File: src/tsb_pkg.sv
// Shared constants and types for the segmented transmit user bus
package tsb_pkg;

  localparam int SEG_COUNT      = 4;
  localparam int PAYLOAD_W      = 128;
  localparam int CHAN_W         = 11;
  localparam int EMPTY_W        = 4;
  localparam int RANGE_W        = 2;
  localparam int FILL_W         = 6;
  localparam int FILL_DEPTH     = 32;
  localparam int FILL_THRESHOLD = 24;
  localparam int DRAIN_PER_CYC  = 2;
  localparam int CHAN_SHIFT_MIN = 8;
  localparam logic [EMPTY_W-1:0] EMPTY_ERR_MASK = 4'h8;

  typedef struct packed {
    logic [PAYLOAD_W-1:0] word;
    logic [CHAN_W-1:0]    chan;
    logic [EMPTY_W-1:0]   empty;
    logic                 first;
    logic                 last;
    logic                 bad;
  } tsb_seg_t;

  // Channel ceiling: 256, 512, 1024 or 2048 channels
  function automatic logic [CHAN_W:0] tsb_chan_limit(input logic [RANGE_W-1:0] cfg);
    tsb_chan_limit = (CHAN_W+1)'(1) << (CHAN_SHIFT_MIN + int'(cfg));
  endfunction : tsb_chan_limit

endpackage : tsb_pkg

File: src/tsb_bus_if.sv
// Interface joining packet source and transmit core over four segments
`timescale 1ns/100ps
interface tsb_bus_if
  import tsb_pkg::*;
(
  input wire logic clk
);
  logic [PAYLOAD_W-1:0] segment_payload_word   [SEG_COUNT];
  logic [CHAN_W-1:0]    segment_channel_number [SEG_COUNT];
  logic [EMPTY_W-1:0]   segment_empty_bytes    [SEG_COUNT];
  logic [SEG_COUNT-1:0] segment_transfer_valid;
  logic [SEG_COUNT-1:0] segment_packet_first;
  logic [SEG_COUNT-1:0] segment_packet_last;
  logic [SEG_COUNT-1:0] segment_packet_bad;
  logic                 transmit_accept_ready;
  logic                 transmit_buffer_overrun;

  modport core
  (
    input  segment_payload_word, segment_channel_number, segment_empty_bytes,
    input  segment_transfer_valid, segment_packet_first, segment_packet_last,
    input  segment_packet_bad,
    output transmit_accept_ready, transmit_buffer_overrun
  );

  modport source
  (
    output segment_payload_word, segment_channel_number, segment_empty_bytes,
    output segment_transfer_valid, segment_packet_first, segment_packet_last,
    output segment_packet_bad,
    input  transmit_accept_ready, transmit_buffer_overrun
  );
endinterface : tsb_bus_if

File: src/tsb_core_end.sv
// Transmit core end: samples segments, tracks fill, flags overrun
//
// How it works
// Four segments, each with full qualifier set
// Segment inputs ignored while its valid low
// Source presents packet channel on every transfer
// Channel captured whenever segment valid high
// Channel range config caps usable channels
// First flag only on packet's first transfer
// Last flag only on packet's last transfer
// Bad flag marks errored packet's final transfer
// Bad flag read only with valid and last
// Ready from fill threshold; source stops when low
// Overrun flags transfer made against low ready
// Empty byte count sampled with valid and last
// Single-transfer packet sets first and last together
// Channel constant across one packet's transfers
`timescale 1ns/100ps
module tsb_core_end
  import tsb_pkg::*;
#(
  parameter int FILL_LIMIT = FILL_THRESHOLD,
  parameter int DRAIN      = DRAIN_PER_CYC
)
(
  input  wire logic              clk,
  input  wire logic              sys_rst,
  tsb_bus_if.core                bus,
  input  wire logic [RANGE_W-1:0] channel_range_config,
  output logic      [SEG_COUNT-1:0] seg_taken,
  output tsb_seg_t              seg_captured [SEG_COUNT],
  output logic      [SEG_COUNT-1:0] chan_out_of_range,
  output logic      [FILL_W-1:0]  fill_level
);

  // ----------------------------------------
  // Segment capture
  // ----------------------------------------
  logic [SEG_COUNT-1:0] seg_taken_r;
  logic [SEG_COUNT-1:0] range_err_r;
  tsb_seg_t             seg_r [SEG_COUNT];
  logic [CHAN_W:0]      chan_limit;

  assign chan_limit = tsb_chan_limit(channel_range_config);

  genvar g;
  generate
    for (g = 0; g < SEG_COUNT; g++)
    begin : g_seg
      // Strobe that this segment delivered a beat last cycle
      always_ff @(posedge clk)
      begin
        if (sys_rst)
        begin
          seg_taken_r[g] <= 1'b0;
        end
        else
        begin
          seg_taken_r[g] <= bus.segment_transfer_valid[g];
        end
      end

      // Beat capture; a segment with valid low keeps its last beat
      always_ff @(posedge clk)
      begin
        if (sys_rst)
        begin
          seg_r[g] <= '0;
        end
        else if (bus.segment_transfer_valid[g])
        begin
          seg_r[g].word  <= bus.segment_payload_word[g];
          seg_r[g].chan  <= bus.segment_channel_number[g];
          seg_r[g].first <= bus.segment_packet_first[g];
          seg_r[g].last  <= bus.segment_packet_last[g];
          // Bad and empty mean nothing off the last transfer
          seg_r[g].bad   <= bus.segment_packet_last[g] & bus.segment_packet_bad[g];
          if (!bus.segment_packet_last[g])
          begin
            seg_r[g].empty <= '0;
          end
          else if (bus.segment_packet_bad[g])
          begin
            seg_r[g].empty <= bus.segment_empty_bytes[g] & EMPTY_ERR_MASK;
          end
          else
          begin
            seg_r[g].empty <= bus.segment_empty_bytes[g];
          end
        end
      end

      // Channel ceiling check, raised only on a taken beat
      always_ff @(posedge clk)
      begin
        if (sys_rst)
        begin
          range_err_r[g] <= 1'b0;
        end
        else if (bus.segment_transfer_valid[g])
        begin
          range_err_r[g] <= {1'b0, bus.segment_channel_number[g]} >= chan_limit;
        end
        else
        begin
          range_err_r[g] <= 1'b0;
        end
      end

      assign seg_captured[g] = seg_r[g];
    end
  endgenerate

  // ----------------------------------------
  // Fill model
  // ----------------------------------------
  // Fill stands in for the downstream buffer; it drains at a fixed rate
  localparam int CNT_W = $clog2(SEG_COUNT + 1);

  logic [FILL_W-1:0] fill_r;
  logic [FILL_W-1:0] fill_nxt;
  logic [CNT_W-1:0]  n_valid;
  logic [FILL_W:0]   sum;

  always_comb
  begin
    n_valid = '0;
    for (int i = 0; i < SEG_COUNT; i++)
    begin
      n_valid = n_valid + CNT_W'(bus.segment_transfer_valid[i]);
    end
    // Saturate at the depth; beats beyond it are dropped from the count, and overrun is judged from ready alone
    sum = {1'b0, fill_r} + (FILL_W+1)'(n_valid);
    if (sum > (FILL_W+1)'(FILL_DEPTH))
    begin
      sum = (FILL_W+1)'(FILL_DEPTH);
    end
    if (sum > (FILL_W+1)'(DRAIN))
    begin
      fill_nxt = FILL_W'(sum - (FILL_W+1)'(DRAIN));
    end
    else
    begin
      fill_nxt = '0;
    end
  end

  always_ff @(posedge clk)
  begin
    if (sys_rst)
    begin
      fill_r <= '0;
    end
    else
    begin
      fill_r <= fill_nxt;
    end
  end

  // ----------------------------------------
  // Ready and overrun
  // ----------------------------------------
  logic ready_r;
  logic ready_seen_r;
  logic ovf_r;

  // Ready drops while the buffer still has room for one beat in flight
  always_ff @(posedge clk)
  begin
    if (sys_rst)
    begin
      ready_r <= 1'b0;
    end
    else
    begin
      ready_r <= fill_nxt < FILL_W'(FILL_LIMIT);
    end
  end

  // The core registers ready and the source its segment drive, so a beat sent on ready high lands a cycle
  // later; each beat is judged against ready as its source saw it
  always_ff @(posedge clk)
  begin
    if (sys_rst)
    begin
      ready_seen_r <= 1'b0;
    end
    else
    begin
      ready_seen_r <= ready_r;
    end
  end

  // Sticky until reset: the source has ignored back-pressure
  always_ff @(posedge clk)
  begin
    if (sys_rst)
    begin
      ovf_r <= 1'b0;
    end
    else if (!ready_seen_r && (|bus.segment_transfer_valid))
    begin
      ovf_r <= 1'b1;
    end
  end

  // ----------------------------------------
  // Outputs
  // ----------------------------------------
  assign seg_taken                   = seg_taken_r;
  assign chan_out_of_range           = range_err_r;
  assign bus.transmit_accept_ready   = ready_r;
  assign bus.transmit_buffer_overrun = ovf_r;
  assign fill_level                  = fill_r;

endmodule : tsb_core_end

File: src/flat_wrapper.sv
// flat-port wrapper written by rule: the top's interface ports become plain ports
module tsb_core_end_flat import tsb_pkg::*;
#(
  parameter int FILL_LIMIT = FILL_THRESHOLD,
  parameter int DRAIN      = DRAIN_PER_CYC
)
  (clk, sys_rst, channel_range_config, seg_taken, seg_captured, chan_out_of_range, fill_level, bus_segment_payload_word, bus_segment_channel_number, bus_segment_empty_bytes, bus_segment_transfer_valid, bus_segment_packet_first, bus_segment_packet_last, bus_segment_packet_bad, bus_transmit_accept_ready, bus_transmit_buffer_overrun);
  tsb_bus_if bus_i (.clk(clk));
  input  wire logic clk;
  input  wire logic sys_rst;
  input  wire logic [RANGE_W-1:0] channel_range_config;
  output logic      [SEG_COUNT-1:0] seg_taken;
  output tsb_seg_t seg_captured[SEG_COUNT];
  output logic      [SEG_COUNT-1:0] chan_out_of_range;
  output logic      [FILL_W-1:0] fill_level;
  input wire logic [$bits(bus_i.segment_payload_word)-1:0] bus_segment_payload_word;
  input wire logic [$bits(bus_i.segment_channel_number)-1:0] bus_segment_channel_number;
  input wire logic [$bits(bus_i.segment_empty_bytes)-1:0] bus_segment_empty_bytes;
  input wire logic [$bits(bus_i.segment_transfer_valid)-1:0] bus_segment_transfer_valid;
  input wire logic [$bits(bus_i.segment_packet_first)-1:0] bus_segment_packet_first;
  input wire logic [$bits(bus_i.segment_packet_last)-1:0] bus_segment_packet_last;
  input wire logic [$bits(bus_i.segment_packet_bad)-1:0] bus_segment_packet_bad;
  output wire logic [$bits(bus_i.transmit_accept_ready)-1:0] bus_transmit_accept_ready;
  output wire logic [$bits(bus_i.transmit_buffer_overrun)-1:0] bus_transmit_buffer_overrun;
  assign bus_i.segment_payload_word = {>>{bus_segment_payload_word}};
  assign bus_i.segment_channel_number = {>>{bus_segment_channel_number}};
  assign bus_i.segment_empty_bytes = {>>{bus_segment_empty_bytes}};
  assign bus_i.segment_transfer_valid = bus_segment_transfer_valid;
  assign bus_i.segment_packet_first = bus_segment_packet_first;
  assign bus_i.segment_packet_last = bus_segment_packet_last;
  assign bus_i.segment_packet_bad = bus_segment_packet_bad;
  assign bus_transmit_accept_ready = bus_i.transmit_accept_ready;
  assign bus_transmit_buffer_overrun = bus_i.transmit_buffer_overrun;
  tsb_core_end #(.FILL_LIMIT(FILL_LIMIT), .DRAIN(DRAIN)) u_core (.clk(clk), .sys_rst(sys_rst), .bus(bus_i), .channel_range_config(channel_range_config), .seg_taken(seg_taken), .seg_captured(seg_captured), .chan_out_of_range(chan_out_of_range), .fill_level(fill_level));
endmodule
File: config.mk
export PLATFORM = sky130hd
export DESIGN_NAME = tsb_core_end_flat
export DESIGN_NICKNAME = d
export VERILOG_FILES = /design/src/tsb_pkg.sv /design/src/tsb_bus_if.sv /design/src/tsb_core_end.sv /design/src/flat_wrapper.sv
export SDC_FILE = /design/constraint.sdc
export NUM_CORES = 1
export LEC_CHECK = 0
export ABC_AREA = 1
export BUFFER_PORTS_ARGS = -buffer_cell sky130_fd_sc_hd__buf_2
export CAP_MARGIN = 0
export CORE_AREA = 3 3 463 465
export CTS_CLUSTER_DIAMETER = 50
export DETAILED_ROUTE_END_ITERATION = 8
export DIE_AREA = 0 0 466 468
export RECOVER_POWER = 50
export SLEW_MARGIN = 0
export SYNTH_ARGS = -nofsm -noshare
export SYNTH_HDL_FRONTEND = slang
export SYNTH_SLANG_ARGS = --single-unit
File: constraint.sdc
create_clock -name clk -period 4.5 [get_ports clk]
set_clock_uncertainty 0.2 [all_clocks]
set_input_delay 0.225 -clock clk [delete_from_list [all_inputs] [get_ports clk]]
set_output_delay 0.225 -clock clk [all_outputs]
set_load 0.01 [all_outputs]
Yosys cells after proc, flatten, opt, wreduce, memory -nomap -nowiden. Memories as Yosys holds them, arrays and structs flattened. Index checks and enable logic that the tools add are counted.

Reduce and logical (&&, ||, !) cells: 7. Order comparisons: 7. Shift-type cells: 1. Muxes and demuxes: 104. Add/subtract/negate cells: 6. Bitwise operators: 40.

Operator list (number): $mux 128 (4); $mux 1 (82); $ge 11x12->1 (4); $mux 4 (12); $mux 11 (4); $or 1x1->1 (32); $shl 1x32->12 const A (1); $reduce_or 2->1 (4); $add 6x3->7 (1); $gt 7x2->1 const B (1); $gt 7x6->1 const B (1); $mux 7 (1); $add 3x1->3 (2); $lt 6x5->1 const B (1); $mux 6 (1); $sub 6x2->6 const B (1); $add 4x2->5 const A (1); $and 1x1->1 (4); $not 1->1 (4); $reduce_or 4->1 (1); $add 1x1->2 (1); $logic_and 1x1->1 (1); $logic_not 1->1 (1).

Word-level logic and storage cells: 178. Memories: 1. Register bits after elaboration: 17. RAM bits: 584. Input bits: 592. Output and inout port bits: 600.

Memories: u_core.seg_r (depth 4, width 146, rd ports 4, clocked after Yosys merged registers in 0, wr ports 4, line tsb_core_end.sv:41) `tsb_seg_t seg_r [SEG_COUNT];`.

Logic depth before layout (Yosys ltp).
Depth after elaboration: 9. Depth in mapped cells: 22. Mapped depth without buffers: 22.

Worst setup path after synthesis. OpenSTA, ideal clock, no wires.

Path kind: in2reg. From: input sys_rst. To: memory u_core.seg_r[1][0] in the netlist's numbering (enable). Required time: 3059 ps. Data arrival time: 2915 ps. Setup time: 1241 ps. Setup slack: 144 ps. Stages: 3. Buffers on the path: 1. Cell sequence: buf_2 -> inv_1 -> nand2_1.

RTL lines: start, declared (line flat_wrapper.sv:10) `input wire logic sys_rst;`; end, declared (line tsb_core_end.sv:41).

==> results by group <==
Outcome
  – Status: finished with violations
  – Failing checks: max-capacitance violations, max-slew violations

Timing
  – Hold Slack: ~0.14 ns
  – Total negative setup slack: 0 ns
  – Final hold violation count: 0
  – Min Tclk post-route: approximately 4.0 ns
  – Final setup fails: 0
  – Fmax achieved: roughly 0.25 GHz
  – Post-route worst setup slack: 0.529 ns
  – Slew headroom: -45.1%
  – Tcrit/Tclk final: about 88%
  – Worst slew pin tran: 2.18 ns
  – RSZ-0062 raised after global routing: false
  – Slew Limit Fails: 147

Logic synthesis
  – Synth area leader: edfxtp_1
  – Ys flop type: edfxtp_1
  – Count leader, synth: inv_1
  – Ys async rst share: 0%
  – Flops & latches, synth: about 600
  – Area contributors post-synth: edfxtp_1 75%, inv_1 9.8%, nor2_1 9.6%
  – Seq/Total Area, Yosys: 76.3%
  – EDFF count, synth: 584
  – Syn nets: 2596
  – Unique masters post-synth: 27
  – Synth Area per Inst: roughly 12 µm²
  – Most instantiated cells after synthesis: 614 x inv_1, 599 x nor2_1, 584 x edfxtp_1, 44 x nand2_1, 40 x buf_2
  – Yosys top cell area share: approximately three quarters
  – Synth Instances: 1986
  – Post-Synthesis Cell Area: 23400 µm²
  – Number of synthesis warnings: 0

Placement
  – Port Buffer Count: roughly 1200
  – Gp weighted congestion: ~0.95
  – DP HPWL: roughly 120 mm
  – Post-place setup slack: between 0.7 and 0.8 ns

Power and ir drop
  – Sequential power share: approximately two fifths
  – Sw Share: between 20 and 30%
  – VDD IR-drop max: approximately 0.35 mV
  – PwrDens: approximately 410 nW/µm²
  – Net switching power: 4.93 mW
  – Clock share of power: 46.1%
  – Internal power: 12.3 mW
  – Combinational share of power: 14.4%
  – Leakage: 18.7 nW

Critical path
  – Reg2Reg Capture Point: u_core.bus.transmit_accept_ready
  – Crit path max-delay cell type: buf_2
  – CP Max Fanout: slightly below 70
  – Critical path class: primary input to register
  – Crit path from: sys_rst
  – Largest stage delay, worst path: between 1 and 1.5 ns
  – Cell count along the critical path: 5
  – R2R Path Start: u_core.fill_level[0]
  – CP startpoint kind: primary input
  – CP endpoint: u_core.seg_r[1][76]
  – Data required time of the critical path: between 4 and 5 ns
  – CP Buf/Inv Count: 4
  – WP data arrival: between 4 and 5 ns
  – R2R Setup Slk: approximately 1.6 ns
  – Delay-heaviest family, CP: buffers and inverters
  – FF-to-FF path depth: 17
  – Crit-path cells: dlygate4sd3_1 > clkbuf_1 > inv_1 > nand2_1 > buf_2
  – Crit end category: register

Die
  – Total die area: ~220000 µm²
  – IO Pins: roughly 1200
  – Core area: ~210000 µm²
  – Initial core utilization: between 10% and 20%
  – FP Rows: 168
  – Width of the die: roughly 470 µm
  – Die H: between 400 and 500 µm

Detailed routing
  – Wirelength, routed: ~150 mm
  – Vias: roughly 22000
  – TritonRoute pass-1 iters: 5
  – Vias per cell: approximately 3.3
  – Drt initial violations: between 1500 and 2000
  – Number of remaining DRC errors: 0
  – WL/cell: roughly 23 µm
  – DRT antenna net count: 0

Flow run
  – Max-capacitance violation count: 1

GRT
  – GRT Util Overall: between 10% and 20%
  – Vias in the first global route: 23400
  – Antenna violations before repair: 73
  – Global-route wire length before repair: between 150 and 200 mm
  – Largest net degree at the start of global routing: roughly 150
  – Grt ovf: 0

Worst hold path
  – Min-Delay Path Class: primary input to register

CTS
  – Clk root buf: clkbuf_16
  – Max clock buf depth: 3
  – Worst-Skew Late Latency: around 0.70 ns
  – Post-CTS sizing: 0
  – Post-CTS Setup Inserts: 0
  – Hold buffer count at CTS: just over 600
  – Sink Count: ~600
  – Num CTS Buffers: 103
  – Clk pin slew, worst setup/hold paths: approximately 0.05 ns
  – TritonCTS clock tree: yes
  – H-tree levels: 3

Cells and area
  – Final nets: approximately 4500
  – Final core occ: 19.9%
  – Syn-to-layout area delta: 78.1%
  – Share of cells above drive strength 1: approximately a fifth
  – Fillers: roughly 23000
==> layout make-up <==
cell class,instances,area (µm²),area share [%]
diodes,46,115,0.276
clock buffers,115,2670,6.38
clock inverters,77,815,1.95
inverters,618,2330,5.59
multi-input cells,705,2970,7.10
flip-flops and latches,601,17900,42.8
well taps,2805,3510,8.41
repair buffers,1818,11500,27.5
==> power by group through the flow <==
stage / combinational, mW / sequential (mW) / clock [mW]
after global routing: 2.71 / 6.87 / 8.42
after CTS: 2.64 / 6.81 / 8.23
after global placement: 2.13 / 6.90 / 0
after detailed placement: 2.15 / 6.91 / 0
final: 2.49 / 6.83 / 7.97
after floorplan: 0.514 / 7.17 / 0
==> routing by layer <==
layer  up-vias  track usage (%)  wire length [µm]  part of all wire (%)
met4         4             6.96              8830                   5.7
met1     10500             13.9             53000                    34
met3       358             9.30             25800                    17
met5         -            0.769               246                  0.16
li1       9825                -                 -                     -
met2      1482             20.2             66000                    43
==> placed cells by master (no fill, tap or decap), drive strengths merged <==
cell type    count
xor2             1
buf            601
dlygate4sd3    609
bufinv           8
a21oi            9
o21ai            6
ha              16
o311ai           1
clkinv          34
nor3             1
nand3b           1
dfxtp           17
nand4            2
a31oi            1
o211ai           3
fa               2
nand2           49
clkbuf         723
diode           46
nand3           14
nor2           599
edfxtp         584
clkinvlp         7
inv            646
==> through the flow <==
step           instance area (µm²)  total power [mW]  cells
2_1_floorplan                23400              7.68   1986
6_report                     41800              17.3   6785
3_3_place_gp                 32900              9.03   5938
5_1_grt                      41700              18.0   6778
4_1_cts                      42500              17.7   6739
3_5_place_dp                 32900              9.06   5938
==> cell families after synthesis <==
| family | share of synthesized area, % |
|---|---|
| flip-flops | 76.3 |
| AND/OR/NAND/NOR | 11.0 |
| adder cells (fa/ha/maj) | 1.02 |
| buffers and inverters | 11.1 |
| AO/OA/AOI/OAI | 0.529 |
| XOR/XNOR | 0.0374 |
==> registers in the layout, indices dropped and copies added (netlist names) <==
name / cells
u_core.bus.transmit_accept_ready: 1
u_core.bus.transmit_buffer_overrun: 1
u_core.chan_out_of_range: 4
u_core.fill_level: 6
u_core.ready_seen_r: 1
u_core.seg_r: 584
u_core.seg_taken: 4
==> how the worst min path moves through the flow <==
stage                                           from                          end  slack (ns)  cells past startpoint
floorplan              bus_segment_transfer_valid[1]          u_core.seg_taken[1]        0.22                      2
global placement    u_core.bus.transmit_accept_ready          u_core.ready_seen_r        0.24                      2
detailed placement  u_core.bus.transmit_accept_ready          u_core.ready_seen_r        0.24                      2
CTS                    bus_segment_payload_word[198]          u_core.seg_r[1][88]        0.02                      4
global route                 channel_range_config[0]  u_core.chan_out_of_range[2]        0.08                      4
finish                 bus_segment_payload_word[173]          u_core.seg_r[1][63]        0.14                      4
==> worst register-to-register path, stage by stage (launching register included) <==
cell     delay, ns
dfxtp_1       0.35
ha_1          0.25
inv_1         0.08
fa_1          0.38
inv_1         0.12
nand2_1       0.08
nand2_1       0.11
nand2_1       0.06
nor2_1        0.10
nand3_1       0.12
nand2_4       0.12
nand2_2       0.08
ha_1          0.22
inv_1         0.08
xor2_1        0.20
nand3_2       0.11
nor2_1        0.12
nor2_1        0.04
Note: power is estimated with default switching activity, not from simulation.
